`config.mk`:
```
export PLATFORM = sky130hd
export DESIGN_NAME = local_bus_m_mode_signals
export DESIGN_NICKNAME = d
export VERILOG_FILES = /design/src/lbm_pkg.sv /design/src/bus_slave_ack.sv /design/src/local_bus_m_mode_signals.sv /design/src/pin_sync.sv
export VERILOG_INCLUDE_DIRS = /design/src
export SDC_FILE = /design/constraint.sdc
export NUM_CORES = 1
export LEC_CHECK = 0
export ABC_AREA = 0
export BUFFER_PORTS_ARGS = -buffer_cell sky130_fd_sc_hd__buf_2
export CAP_MARGIN = 20
export CORE_MARGIN = 1.5
export CORE_UTILIZATION = 40
export DETAILED_ROUTE_END_ITERATION = 8
export PLACE_DENSITY = 0.73
export REMOVE_ABC_BUFFERS = 1
export SYNTH_ARGS = -nofsm -noshare
export SYNTH_HDL_FRONTEND = slang
export SYNTH_HIERARCHICAL = 1
export SYNTH_SLANG_ARGS = --single-unit
```
`constraint.sdc`:
```
create_clock -name core_clk -period 2.25 [get_ports core_clk]
set_clock_uncertainty 0.1 [all_clocks]
set_input_delay 0.3375 -clock core_clk [delete_from_list [all_inputs] [get_ports core_clk]]
set_output_delay 0.3375 -clock core_clk [all_outputs]
set_load 0.05 [all_outputs]
```
`src/lbm_params.svh`:
```
// Timing counts, field widths, encodings and reset values of the local bus signalling block.
`ifndef LBM_PARAMS_SVH
`define LBM_PARAMS_SVH

`define LBM_SYNC_STAGES 3
`define LBM_LEVEL_W 6
`define LBM_SIZE_W 2
`define LBM_ROLE_W 2
`define LBM_ROLE_REQUEST 2'h0
`define LBM_ROLE_ALMOST_FULL 2'h1
`define LBM_ROLE_END_OF_TRANSFER 2'h2
`define LBM_PIN_IDLE 1'h1
`define LBM_DRIVE_OFF 1'h1
`define LBM_DRIVE_ON 1'h0
`define LBM_DIR_READ 1'h1
`define LBM_DIR_WRITE 1'h0

`endif

```
`src/lbm_pkg.sv`:
```
// Types shared by the local bus signalling modules.
package lbm_pkg;
   typedef enum logic [1:0] {ROLE_REQUEST, ROLE_ALMOST_FULL, ROLE_END_OF_TRANSFER} mux_role_t;
   typedef enum {M_IDLE, M_START, M_WAIT} master_state_t;
   typedef enum {S_IDLE, S_BUSY, S_REPLY} slave_state_t;
endpackage

```
`src/bus_slave_ack.sv`:
```
// Slave-side answer logic: transfer acknowledge, error acknowledge and retry.
`timescale 1ns/1ps
`include "lbm_params.svh"
module bus_slave_ack (
   // Clock and reset
   input wire logic core_clk,
   input wire logic rst_n,
   // Sampled bus request
   input wire logic access_start,
   input wire logic access_read,
   input wire logic [`LBM_SIZE_W-1:0] access_size,
   // Core answers
   input wire logic write_taken,
   input wire logic read_valid,
   input wire logic access_error,
   input wire logic retry_request,
   input wire logic delayed_read_en,
   // Core view of the access
   output logic slave_access,
   output logic slave_read_q,
   output logic [`LBM_SIZE_W-1:0] slave_size_q,
   output logic read_come_back_q,
   // Answer pins
   output logic ack_out_q,
   output logic ack_oe_n_q,
   output logic error_out_q,
   output logic error_oe_n_q,
   output logic retry_out_q,
   output logic retry_oe_n_q
);
   import lbm_pkg::*;

   slave_state_t state_q;

   assign slave_access = (state_q == S_BUSY);

   always_ff @(posedge core_clk or negedge rst_n)
   begin
      if (!rst_n)
      begin
         state_q <= S_IDLE;
         slave_read_q <= `LBM_DIR_WRITE;
         slave_size_q <= '0;
      end
      else
      begin
         unique case (state_q)
            S_IDLE:
               if (access_start)
               begin
                  state_q <= S_BUSY;
                  slave_read_q <= access_read;
                  slave_size_q <= access_size;
               end
            S_BUSY:
               if (access_error || retry_request || (slave_read_q ? read_valid : write_taken))
                  state_q <= S_REPLY;
            S_REPLY:
               state_q <= S_IDLE;
         endcase
      end
   end

   // Each answer is driven for one clock; the error and retry answers outrank the ack.
   always_ff @(posedge core_clk or negedge rst_n)
   begin
      if (!rst_n)
      begin
         ack_out_q <= `LBM_PIN_IDLE;
         ack_oe_n_q <= `LBM_DRIVE_OFF;
         error_out_q <= `LBM_PIN_IDLE;
         error_oe_n_q <= `LBM_DRIVE_OFF;
         retry_out_q <= `LBM_PIN_IDLE;
         retry_oe_n_q <= `LBM_DRIVE_OFF;
      end
      else
      begin
         ack_out_q <= `LBM_PIN_IDLE;
         ack_oe_n_q <= `LBM_DRIVE_OFF;
         error_out_q <= `LBM_PIN_IDLE;
         error_oe_n_q <= `LBM_DRIVE_OFF;
         retry_out_q <= `LBM_PIN_IDLE;
         retry_oe_n_q <= `LBM_DRIVE_OFF;
         if (state_q == S_BUSY)
         begin
            if (access_error)
            begin
               error_out_q <= 1'h0;
               error_oe_n_q <= `LBM_DRIVE_ON;
            end
            else if (retry_request)
            begin
               retry_out_q <= 1'h0;
               retry_oe_n_q <= `LBM_DRIVE_ON;
            end
            else if (slave_read_q ? read_valid : write_taken)
            begin
               ack_out_q <= 1'h0;
               ack_oe_n_q <= `LBM_DRIVE_ON;
            end
         end
      end
   end

   // A retried read in delayed-read mode leaves the data pending until the master reissues it.
   always_ff @(posedge core_clk or negedge rst_n)
   begin
      if (!rst_n)
         read_come_back_q <= 1'h0;
      else if (state_q == S_BUSY && !access_error && retry_request && slave_read_q
               && delayed_read_en)
         read_come_back_q <= 1'h1;
      else if (state_q == S_IDLE && access_start && access_read)
         read_come_back_q <= 1'h0;
   end
endmodule

```
`src/local_bus_m_mode_signals.sv`:
```
// Local bus control signalling of the bridge in processor-bus mode.
`timescale 1ns/1ps
`include "lbm_params.svh"
module local_bus_m_mode_signals #(
   parameter int LEVEL_W = `LBM_LEVEL_W
) (
   // Clock and reset
   input wire logic core_clk,
   input wire logic rst_n,
   // Straps and configuration
   input wire logic host_role_strap_n,
   input wire logic core_reset_hold,
   input wire lbm_pkg::mux_role_t mux_role,
   input wire logic [LEVEL_W-1:0] almost_full_threshold,
   input wire logic lock_role,
   input wire logic delayed_read_en,
   // Local reset pin and bus reset request
   input wire logic local_reset_n_in,
   output logic local_reset_n_out,
   output logic local_reset_n_oe_n,
   output logic pci_reset_request,
   // Multiplexed request, almost-full and end-of-transfer pin
   input wire logic xfer_request_n_in,
   output logic xfer_request_n_out,
   output logic xfer_request_n_oe_n,
   // Master FIFO and DMA state
   input wire logic master_fifo_full,
   input wire logic [LEVEL_W-1:0] master_fifo_level,
   input wire logic dma_active,
   input wire logic dma_channel,
   output logic dma_terminate,
   output logic dma_terminate_channel,
   // Power management
   input wire logic power_event_request_n,
   input wire logic d3cold_state,
   output logic power_event,
   // User and lock input
   input wire logic general_input,
   output logic general_input_value,
   output logic lock_hold,
   // Bus control pins
   input wire logic transfer_start_n_in,
   output logic transfer_start_n_out,
   output logic transfer_start_n_oe_n,
   input wire logic read_write_in,
   output logic read_write_out,
   output logic read_write_oe_n,
   input wire logic [`LBM_SIZE_W-1:0] transfer_size_in,
   output logic [`LBM_SIZE_W-1:0] transfer_size_out,
   output logic transfer_size_oe_n,
   input wire logic transfer_ack_n_in,
   output logic transfer_ack_n_out,
   output logic transfer_ack_n_oe_n,
   input wire logic transfer_error_ack_n_in,
   output logic transfer_error_ack_n_out,
   output logic transfer_error_ack_n_oe_n,
   output logic retry_n_out,
   output logic retry_n_oe_n,
   input wire logic slave_select,
   // Core slave side
   input wire logic write_taken,
   input wire logic read_valid,
   input wire logic access_error,
   input wire logic retry_request,
   output logic slave_access,
   output logic slave_read,
   output logic [`LBM_SIZE_W-1:0] slave_size,
   output logic read_come_back,
   // Core master side
   input wire logic master_grant,
   input wire logic master_request,
   input wire logic master_read,
   input wire logic [`LBM_SIZE_W-1:0] master_size,
   output logic master_busy,
   output logic master_done,
   output logic master_error
);
   import lbm_pkg::*;

   logic strap_n_s;
   logic reset_in_s;
   logic power_req_s;
   logic general_s;
   logic eot_q;
   logic eot_prev_q;
   master_state_t mstate_q;

   // ----------------------------------------
   // Pin synchronisers
   // ----------------------------------------
   pin_sync #(.RESET_VAL(`LBM_PIN_IDLE)) strap_sync (
      .core_clk(core_clk),
      .rst_n(rst_n),
      .pin(host_role_strap_n),
      .level_q(strap_n_s)
   );

   pin_sync #(.RESET_VAL(`LBM_PIN_IDLE)) reset_sync (
      .core_clk(core_clk),
      .rst_n(rst_n),
      .pin(local_reset_n_in),
      .level_q(reset_in_s)
   );

   pin_sync #(.RESET_VAL(`LBM_PIN_IDLE)) power_sync (
      .core_clk(core_clk),
      .rst_n(rst_n),
      .pin(power_event_request_n),
      .level_q(power_req_s)
   );

   pin_sync #(.RESET_VAL(`LBM_PIN_IDLE)) general_sync (
      .core_clk(core_clk),
      .rst_n(rst_n),
      .pin(general_input),
      .level_q(general_s)
   );

   // ----------------------------------------
   // Local reset pin
   // ----------------------------------------
   // The pin drives low during reset, then follows core_reset_hold while the strap is high and is released while it is low.
   always_ff @(posedge core_clk or negedge rst_n)
   begin
      if (!rst_n)
      begin
         local_reset_n_out <= 1'h0;
         local_reset_n_oe_n <= `LBM_DRIVE_ON;
         pci_reset_request <= 1'h0;
      end
      else if (!strap_n_s)
      begin
         local_reset_n_out <= `LBM_PIN_IDLE;
         local_reset_n_oe_n <= `LBM_DRIVE_OFF;
         pci_reset_request <= !reset_in_s;
      end
      else
      begin
         local_reset_n_out <= !core_reset_hold;
         local_reset_n_oe_n <= `LBM_DRIVE_ON;
         pci_reset_request <= 1'h0;
      end
   end

   // ----------------------------------------
   // Multiplexed request pin
   // ----------------------------------------
   always_ff @(posedge core_clk or negedge rst_n)
   begin
      if (!rst_n)
      begin
         xfer_request_n_out <= `LBM_PIN_IDLE;
         xfer_request_n_oe_n <= `LBM_DRIVE_OFF;
      end
      else
      begin
         unique case (mux_role)
            ROLE_REQUEST:
            begin
               xfer_request_n_out <= master_fifo_full;
               xfer_request_n_oe_n <= `LBM_DRIVE_ON;
            end
            ROLE_ALMOST_FULL:
            begin
               xfer_request_n_out <= (master_fifo_level >= almost_full_threshold);
               xfer_request_n_oe_n <= `LBM_DRIVE_ON;
            end
            default:
            begin
               xfer_request_n_out <= `LBM_PIN_IDLE;
               xfer_request_n_oe_n <= `LBM_DRIVE_OFF;
            end
         endcase
      end
   end

   // The terminate input is a synchronous bus signal, so one register suffices.
   always_ff @(posedge core_clk or negedge rst_n)
   begin
      if (!rst_n)
      begin
         eot_q <= `LBM_PIN_IDLE;
         eot_prev_q <= `LBM_PIN_IDLE;
      end
      else
      begin
         eot_q <= (mux_role == ROLE_END_OF_TRANSFER) ? xfer_request_n_in : `LBM_PIN_IDLE;
         eot_prev_q <= eot_q;
      end
   end

   // One terminate pulse per assertion, aimed at whichever channel is running.
   always_ff @(posedge core_clk or negedge rst_n)
   begin
      if (!rst_n)
      begin
         dma_terminate <= 1'h0;
         dma_terminate_channel <= 1'h0;
      end
      else
      begin
         dma_terminate <= !eot_q && eot_prev_q && dma_active;
         dma_terminate_channel <= dma_channel;
      end
   end

   // ----------------------------------------
   // Power event, user and lock inputs
   // ----------------------------------------
   always_ff @(posedge core_clk or negedge rst_n)
   begin
      if (!rst_n)
      begin
         power_event <= 1'h0;
         general_input_value <= 1'h0;
         lock_hold <= 1'h0;
      end
      else
      begin
         power_event <= !power_req_s && d3cold_state;
         general_input_value <= lock_role ? 1'h0 : general_s;
         lock_hold <= lock_role && !general_s && (master_busy || master_request);
      end
   end

   // ----------------------------------------
   // Bridge as local bus master
   // ----------------------------------------
   assign master_busy = (mstate_q != M_IDLE);

   always_ff @(posedge core_clk or negedge rst_n)
   begin
      if (!rst_n)
         mstate_q <= M_IDLE;
      else
      begin
         unique case (mstate_q)
            M_IDLE:
               if (master_request && master_grant)
                  mstate_q <= M_START;
            M_START:
               mstate_q <= M_WAIT;
            M_WAIT:
               if (!transfer_ack_n_in || !transfer_error_ack_n_in)
                  mstate_q <= M_IDLE;
         endcase
      end
   end

   always_ff @(posedge core_clk or negedge rst_n)
   begin
      if (!rst_n)
      begin
         transfer_start_n_out <= `LBM_PIN_IDLE;
         transfer_start_n_oe_n <= `LBM_DRIVE_OFF;
         read_write_out <= `LBM_DIR_READ;
         read_write_oe_n <= `LBM_DRIVE_OFF;
         transfer_size_out <= '0;
         transfer_size_oe_n <= `LBM_DRIVE_OFF;
      end
      else if (mstate_q == M_IDLE && master_request && master_grant)
      begin
         transfer_start_n_out <= 1'h0;
         transfer_start_n_oe_n <= `LBM_DRIVE_ON;
         read_write_out <= master_read ? `LBM_DIR_READ : `LBM_DIR_WRITE;
         read_write_oe_n <= `LBM_DRIVE_ON;
         transfer_size_out <= master_size;
         transfer_size_oe_n <= `LBM_DRIVE_ON;
      end
      else if (mstate_q == M_START)
         transfer_start_n_out <= `LBM_PIN_IDLE;
      else if (mstate_q == M_WAIT && (!transfer_ack_n_in || !transfer_error_ack_n_in))
      begin
         transfer_start_n_oe_n <= `LBM_DRIVE_OFF;
         read_write_oe_n <= `LBM_DRIVE_OFF;
         transfer_size_oe_n <= `LBM_DRIVE_OFF;
      end
   end

   always_ff @(posedge core_clk or negedge rst_n)
   begin
      if (!rst_n)
      begin
         master_done <= 1'h0;
         master_error <= 1'h0;
      end
      else
      begin
         master_done <= (mstate_q == M_WAIT) && !transfer_ack_n_in && transfer_error_ack_n_in;
         master_error <= (mstate_q == M_WAIT) && !transfer_error_ack_n_in;
      end
   end

   // ----------------------------------------
   // Bridge as local bus slave
   // ----------------------------------------
   bus_slave_ack slave (
      .core_clk(core_clk),
      .rst_n(rst_n),
      .access_start(!transfer_start_n_in && slave_select && !master_busy),
      .access_read(read_write_in == `LBM_DIR_READ),
      .access_size(transfer_size_in),
      .write_taken(write_taken),
      .read_valid(read_valid),
      .access_error(access_error),
      .retry_request(retry_request),
      .delayed_read_en(delayed_read_en),
      .slave_access(slave_access),
      .slave_read_q(slave_read),
      .slave_size_q(slave_size),
      .read_come_back_q(read_come_back),
      .ack_out_q(transfer_ack_n_out),
      .ack_oe_n_q(transfer_ack_n_oe_n),
      .error_out_q(transfer_error_ack_n_out),
      .error_oe_n_q(transfer_error_ack_n_oe_n),
      .retry_out_q(retry_n_out),
      .retry_oe_n_q(retry_n_oe_n)
   );
endmodule

```
`src/pin_sync.sv`:
```
// Three-stage synchroniser for a pin that comes from outside the clock domain.
`timescale 1ns/1ps
`include "lbm_params.svh"
module pin_sync #(
   parameter logic RESET_VAL = `LBM_PIN_IDLE
) (
   // Clock and reset
   input wire logic core_clk,
   input wire logic rst_n,
   // Pin and filtered level
   input wire logic pin,
   output logic level_q
);
   logic meta_q;
   logic mid_q;
   logic last_q;

   always_ff @(posedge core_clk or negedge rst_n)
   begin
      if (!rst_n)
      begin
         meta_q <= RESET_VAL;
         mid_q <= RESET_VAL;
         last_q <= RESET_VAL;
      end
      else
      begin
         meta_q <= pin;
         mid_q <= meta_q;
         last_q <= mid_q;
      end
   end

   // A change counts only once the second and third stages agree.
   always_ff @(posedge core_clk or negedge rst_n)
   begin
      if (!rst_n)
         level_q <= RESET_VAL;
      else if (mid_q == last_q)
         level_q <= last_q;
   end
endmodule

```
==> results of run 1 <==
==> layout by cell type, fill, tap and decap left out, drive strengths merged <==
cell / instances
dlygate4sd3: 1
buf: 76
mux2: 8
nand2: 11
dfstp: 26
a211oi: 1
inv: 17
mux2i: 2
bufinv: 1
ha: 12
clkinvlp: 1
clkbuf: 6
nor2b: 2
o211a: 1
dfrtp: 20
a221oi: 1
o21a: 1
o21ai: 1
maj3: 4
a32oi: 1
nor3b: 1
nand4: 1
o32a: 1
o221ai: 1
nor2: 5
a21oi: 2
nand2b: 2
a21o: 1
nand3: 3
o22a: 1
nand3b: 1
and2: 1
==> registers in the layout, summed over array words and instances, names as in the netlist, 2 cells and up <==
| register | flops |
|---|---|
| slave/state_q | 2 |
| slave/slave_size_q | 2 |
| transfer_size_out | 2 |
| mstate_q | 2 |
==> kinds of logic after synthesis <==
logic type,Yosys count,share of synthesized area
compound gates,12,0.0647
flops,46,0.637
mux,10,0.0633
buf+inv,23,0.0566
simple gates,27,0.0728
fa+ha+maj,16,0.105
==> layer usage <==
| metal | global-route usage | wire length (um) | vias up |
|---|---|---|---|
| met4 | 0.0587 | 51 | 0 |
| met5 | 0 | 0 | - |
| met1 | 0.152 | 1320 | 576 |
| met2 | 0.219 | 1530 | 60 |
| met3 | 0.0499 | 291 | 6 |
| li1 | - | - | 591 |
==> Yosys cell counts, drive strengths merged <==
| library cell | n | area [um2] |
|---|---|---|
| o32a | 1 | 22.5 |
| nand2 | 11 | 41.3 |
| a21o | 1 | 7.51 |
| nand2b | 2 | 20.0 |
| buf | 5 | 37.5 |
| nor3b | 1 | 7.51 |
| o22a | 1 | 10.0 |
| clkbuf | 1 | 3.75 |
| nand3 | 3 | 15.0 |
| o211a | 1 | 10.0 |
| a32oi | 1 | 16.3 |
| mux2i | 2 | 20.0 |
| dfstp | 26 | 683 |
| mux2 | 8 | 97.6 |
| a211oi | 1 | 7.51 |
| o221ai | 1 | 8.76 |
| and2 | 1 | 6.26 |
| a21oi | 2 | 10.0 |
| nor2b | 2 | 12.5 |
| o21ai | 1 | 5.00 |
| maj3 | 4 | 45.0 |
| dfrtp | 20 | 500 |
| nand3b | 1 | 7.51 |
| ha | 12 | 150 |
| o21a | 1 | 7.51 |
| nand4 | 1 | 6.26 |
| a221oi | 1 | 15.0 |
| nor2 | 5 | 18.8 |
| inv | 17 | 63.8 |
==> stage by stage <==
step | setup slack [ns] | hold slack (ns) | instances | instance area [um2]
after global placement | 0.365 | 0.246 | 256 | 2270
after detailed placement | 0.282 | 0.247 | 256 | 2270
after floorplan | 0.245 | -0.0581 | 128 | 1820
after CTS | 0.258 | 0.0198 | 265 | 2390
after global routing | 0.138 | 0.0105 | 265 | 2390
final | 0.285 | 0.0322 | 265 | 2390
==> cell type report <==
type,count,area [um2]
tap,52,65.1
inverter,17,63.8
sequential,46,1180
clock inverter,2,37.5
clock buffer,6,72.6
multi-input combinational,65,568
fill,399,2030
timing repair buffer,77,395
==> repair_timing <==
| item | CTS | global route |
|---|---|---|
| endpoints found under the hold margin | 15 | 0 |
| hold buffers | 1 | 0 |
| endpoints found under the setup margin | 0 | 0 |
| gates resized for setup | 0 | 0 |
==> power breakdown <==
part / total, mW / internal, mW / switching (mW)
combinational: 1.23 / 0.378 / 0.854
sequential: 1.12 / 1.03 / 0.0921
clock: 0.597 / 0.331 / 0.266
total: 2.95 / 1.74 / 1.21
==> how the worst min path moves through the flow <==
stage | slack [ns] | startpoint | depth (start not counted) | end
floorplan | -0.06 | rst_n | 0 | dma_terminate
global placement | 0.25 | general_sync/meta_q | 0 | general_sync/mid_q
detailed placement | 0.25 | general_sync/meta_q | 0 | general_sync/mid_q
CTS | 0.02 | power_event_request_n | 1 | power_sync/meta_q
global route | 0.01 | power_event_request_n | 1 | power_sync/meta_q
finish | 0.03 | power_event_request_n | 1 | power_sync/meta_q
==> summary.md, run 1 <==
| Metric | Value |
|---|---|
| Synth Cell Area | 1860 um2 |
| Die area | 5060 um2 |
| CP max FO | 3 |
| # DRC | 0 |
| Proportion of synthesized chip area in sequential cells | 0.637 |
| Slowest-stage cell, CP | dfrtp_1 |
| CP Launch Point | mstate_q[0] |
| Post-CTS setup buffers | 0 |
| Final net count | 268 |
| Leakage Power | 1.22 nW |
| Final Util | 0.541 |
| Tcrit/Tclk final | 0.873 |
| Placer Congestion | 0.784 |
| WL final | 3.20 mm |
| Cell count after synthesis | 134 |
| R2R depth | 6 |
| Layout cells sized above 1 | 0.592 |
| Worst-path cell chain | inv_1 -> ha_1 -> inv_1 -> nor3b_1 -> o32a_4 -> mux2_4 |
| RSZ-0062 raised after global routing | no |
| Routed Antenna Nets | 0 |
| Vias per cell | 4.65 |
| Worst setup SP type | register |
| Top-Level Pins | 75 |
| Critical Path Stages | 6 |
| #FFs+latches synth | 46 |
| Tightest Pin Transition | 0.560 ns |
| Wirelength per Cell | 12.1 um |
| Worst R2R End | slave/state_q[1] |
| Peak VDD IR | 0.488 mV |
| Final setup fails | 0 |
| Reg-to-reg slack, setup | 0.28 ns |
| MaxCap Viol Count | 0 |
| Row count | 24 |
| Skew-Pair Late Insertion Delay | 0.29 ns |
| Slew headroom | 0.626 |
| Initial Utilization | 0.421 |
| Minimum clock period | 1.97 ns |
| Num CTS Buffers | 5 |
| H-tree levels | 2 |
| Die H | 71.1 um |
| Delay-heaviest family, CP | flip-flops |
| Via count | 1233 |
| Tot Pwr | 2.95 mW |
| GRT Util Overall | 0.132 |
| Pwr dens | 1240 nW/um2 |
| TritonRoute pass-1 iters | 4 |
| Worst path bufs/invs | 2 |
| Inserted Diodes | 0 |
| Hpwl dp | 2.53 mm |
| Setup TNS | 0 ns |
| Vias in the first global route | 1183 |
| Overflow after GRT | 0 |
| Kind of critical path | reg -> reg |
| Worst Hold Class | in -> reg |
| Critical path endpoint category | register |
| CTS tree | built |
| R2r startpoint | mstate_q[0] |
| IO buf count | 74 |
| Die X | 71.1 um |
| Global-route wire length before repair | 5.10 mm |
| Ys Warns | 6 |
| Initial antenna violation count | 0 |
| Initial DRC count | 27 |
| Fmax | 509 MHz |
| Worst path max stage delay | 0.40 ns |
| Syn_area_per_cell | 13.9 um2 |
| Outcome | finished clean |
| Total core area | 4410 um2 |
| Worst path required time | 2.33 ns |
| Clock Path Buffers | 2 |
| Area Growth Syn to Fin | 28.5% |
| Final hold viol count | 0 |
| Worst-path clk slew | 0.08 ns |
| Worst Setup EP | slave/state_q[1] |
| WP data arrival | 2.05 ns |
| Clk root buf | clkbuf_8 |
| Netlist cell types | 31 |
| Final Max Tran Viols | 0 |
| Largest net degree at the start of global routing | 27 |
| Crit-path most repeated cell | inv_1 |
| Sink Count | 46 |
No activity file was read; power rests on OpenSTA's default activity.
==> inputs of run 2 (changes only) <==
- CAP_MARGIN: 20 -> default
- SETUP_SLACK_MARGIN: default -> 0.3
- clock period: 2.25 -> 2.3 ns (I/O delays scaled with it)
==> summary.md, run 2 (synthesized netlist as in run 1, its figures left out) <==
| Metric | Value |
|---|---|
| Final setup fails | 0 (unchanged) |
| TritonRoute pass-1 iters | 4 (unchanged) |
| CP max FO | 3 (unchanged) |
| R2r startpoint | mstate_q[0] |
| Final hold slack | 0.0472 ns (+0.0150 ns) |
| Pwr dens | 1170 nW/um2 (-5.6%) |
| Worst R2R End | slave/state_q[1] |
| Clk root buf | clkbuf_8 |
| Final Instance Area | 2370 um2 (-0.79%) |
| CTS tree | built |
| Final net count | 268 (unchanged) |
| Most common cell after layout, fill and taps aside | buf_2 |
| Inserted Diodes | 0 (unchanged) |
| Initial DRC count | 41 (+52%) |
| Reg-to-reg slack, setup | 0.51 ns (+0.23 ns) |
| Die area | 5060 um2 (unchanged) |
| Peak VDD IR | 0.550 mV (+13%) |
| Setup TNS | 0 ns (unchanged) |
| Vias in the first global route | 1230 (+4.0%) |
| # DRC | 0 (unchanged) |
| Overflow after GRT | 0 (unchanged) |
| Initial antenna violation count | 0 (unchanged) |
| Tightest Pin Transition | 0.260 ns (-0.301 ns) |
| Leakage Power | 1.21 nW (-0.39%) |
| Skew-Pair Late Insertion Delay | 0.29 ns (about the same) |
| Worst Hold Class | in -> reg |
| R2R depth | 6 (unchanged) |
| Final hold viol count | 0 (unchanged) |
| Slew headroom | 0.827 (+0.200) |
| Switching pwr | 1.17 mW (-3.3%) |
| Post-CTS setup buffers | 0 (unchanged) |
| Placed cell area | 2270 um2 (unchanged) |
| Placer Congestion | 0.776 (-0.98%) |
| Largest net degree at the start of global routing | 22 (-19%) |
| Final Max Tran Viols | 0 (unchanged) |
| Total core area | 4410 um2 (unchanged) |
| Most frequent cells in the layout | 74 x buf_2, 26 x dfstp_2, 20 x dfrtp_1 |
| Die X | 71.1 um (unchanged) |
| Sink Count | 46 (unchanged) |
| Minimum clock period | 1.80 ns |
| Final Util | 0.536 (-0.00425) |
| Tot Pwr | 2.77 mW (-6.4%) |
| Vias per cell | 4.70 (+1.1%) |
| Worst setup SP type | register |
| Global-route wire length before repair | 5.25 mm (+3.0%) |
| Hpwl dp | 2.56 mm (+1.0%) |
| Sequential Power Share | 0.396 (+0.015) |
| Net Sw Frac | 0.424 (+0.0133) |
| RSZ-0062 raised after global routing | no |
| WL final | 3.15 mm (-1.3%) |
| Logic pwr share | 0.435 (+0.018) |
| Internal | 1.59 mW (-8.5%) |
| H-tree levels | 2 (unchanged) |
| Layout cells sized above 1 | 0.596 (+0.00469) |
| WP data arrival | 1.36 ns (-0.69 ns) |
| Worst path required time | 1.86 ns (-0.47 ns) |
| GRT Util Overall | 0.136 (+0.00368) |
| Die H | 71.1 um (unchanged) |
| MaxCap Viol Count | 0 (unchanged) |
| Routed Antenna Nets | 0 (unchanged) |
| Worst-path clk slew | 0.08 ns (about the same) |
| Critical path endpoint category | primary output |
| Clock network power share | 0.170 (-0.032) |
| Wirelength per Cell | 11.9 um (-1.3%) |
| Worst Setup EP | master_busy |
| Num CTS Buffers | 5 (unchanged) |
| Top-Level Pins | 75 (unchanged) |
| Via count | 1246 (+1.1%) |
| Row count | 24 (unchanged) |
| Hold Path Stages | 1 (unchanged) |
| Area Growth Syn to Fin | 27.5% |
| Initial Utilization | 0.421 (unchanged) |
| Number of fill cells | 418 (+4.8%) |
| Kind of critical path | reg -> out |
| IO buf count | 74 (unchanged) |
| CP Launch Point | mstate_q[0] |
| Clock Path Buffers | 2 (unchanged) |
| Tcrit/Tclk final | 0.783 |
| Fmax | 556 MHz |
| Outcome | finished clean |
run 2: cell types whose count changed in the layout (fill, tap and decap cells not counted), sizes merged:
cell      previous run  this run
clkinv               0         2
bufinv               1         0
clkinvlp             1         0
run 2: layer usage:
layer,track usage,wire length (um)
met2,0.232,1480
met1,0.148,1310
met4,0.0566,59
met5,0,0
met3,0.0570,300
run 2: layout make-up:
| class | instances | area [um2] | area share |
|---|---|---|---|
| inverter | 17 | 63.8 | 0.0270 |
| multi-input combinational | 65 | 573 | 0.242 |
| sequential | 46 | 1180 | 0.500 |
| clock inverter | 2 | 13.8 | 0.00581 |
| tap | 52 | 65.1 | 0.0275 |
| clock buffer | 6 | 72.6 | 0.0307 |
| timing repair buffer | 77 | 395 | 0.167 |
run 2: worst min path at each step:
stage / startpoint / endpoint / slack, ns
floorplan: rst_n / dma_terminate / -0.05
global placement: rst_n / lock_hold / 0.07
detailed placement: rst_n / lock_hold / 0.07
CTS: host_role_strap_n / strap_sync/meta_q / 0.03
global route: host_role_strap_n / strap_sync/meta_q / 0.02
finish: host_role_strap_n / strap_sync/meta_q / 0.05
run 2: power by group through the flow:
stage / clock [mW] / sequential [mW] / combinational [mW]
6_report: 0.469 / 1.09 / 1.20
3_3_place_gp: 0 / 1.11 / 1.18
2_1_floorplan: 0 / 1.58 / 0.459
4_1_cts: 0.493 / 1.10 / 1.21
3_5_place_dp: 0 / 1.11 / 1.21
5_1_grt: 0.529 / 1.12 / 1.29
run 2: stage by stage:
stage | setup WS, ns | cells
4_1_cts | 0.347 | 265
6_report | 0.500 | 265
3_5_place_dp | 0.368 | 256
2_1_floorplan | 0.295 | 128
5_1_grt | 0.373 | 265
3_3_place_gp | 0.415 | 256
run 2: repair_timing:
item / CTS / global route
hold endpoints to repair: 4 / 0
hold buffers: 1 / 0
gates resized for setup: 0 / 1
endpoints found under the setup margin: 0 / 3
run 2: critical path, stage by stage (launching register included):
cell and delay (ns):
dfrtp_1 0.36, inv_1 0.07, ha_1 0.23, inv_1 0.11
buf_2 0.28
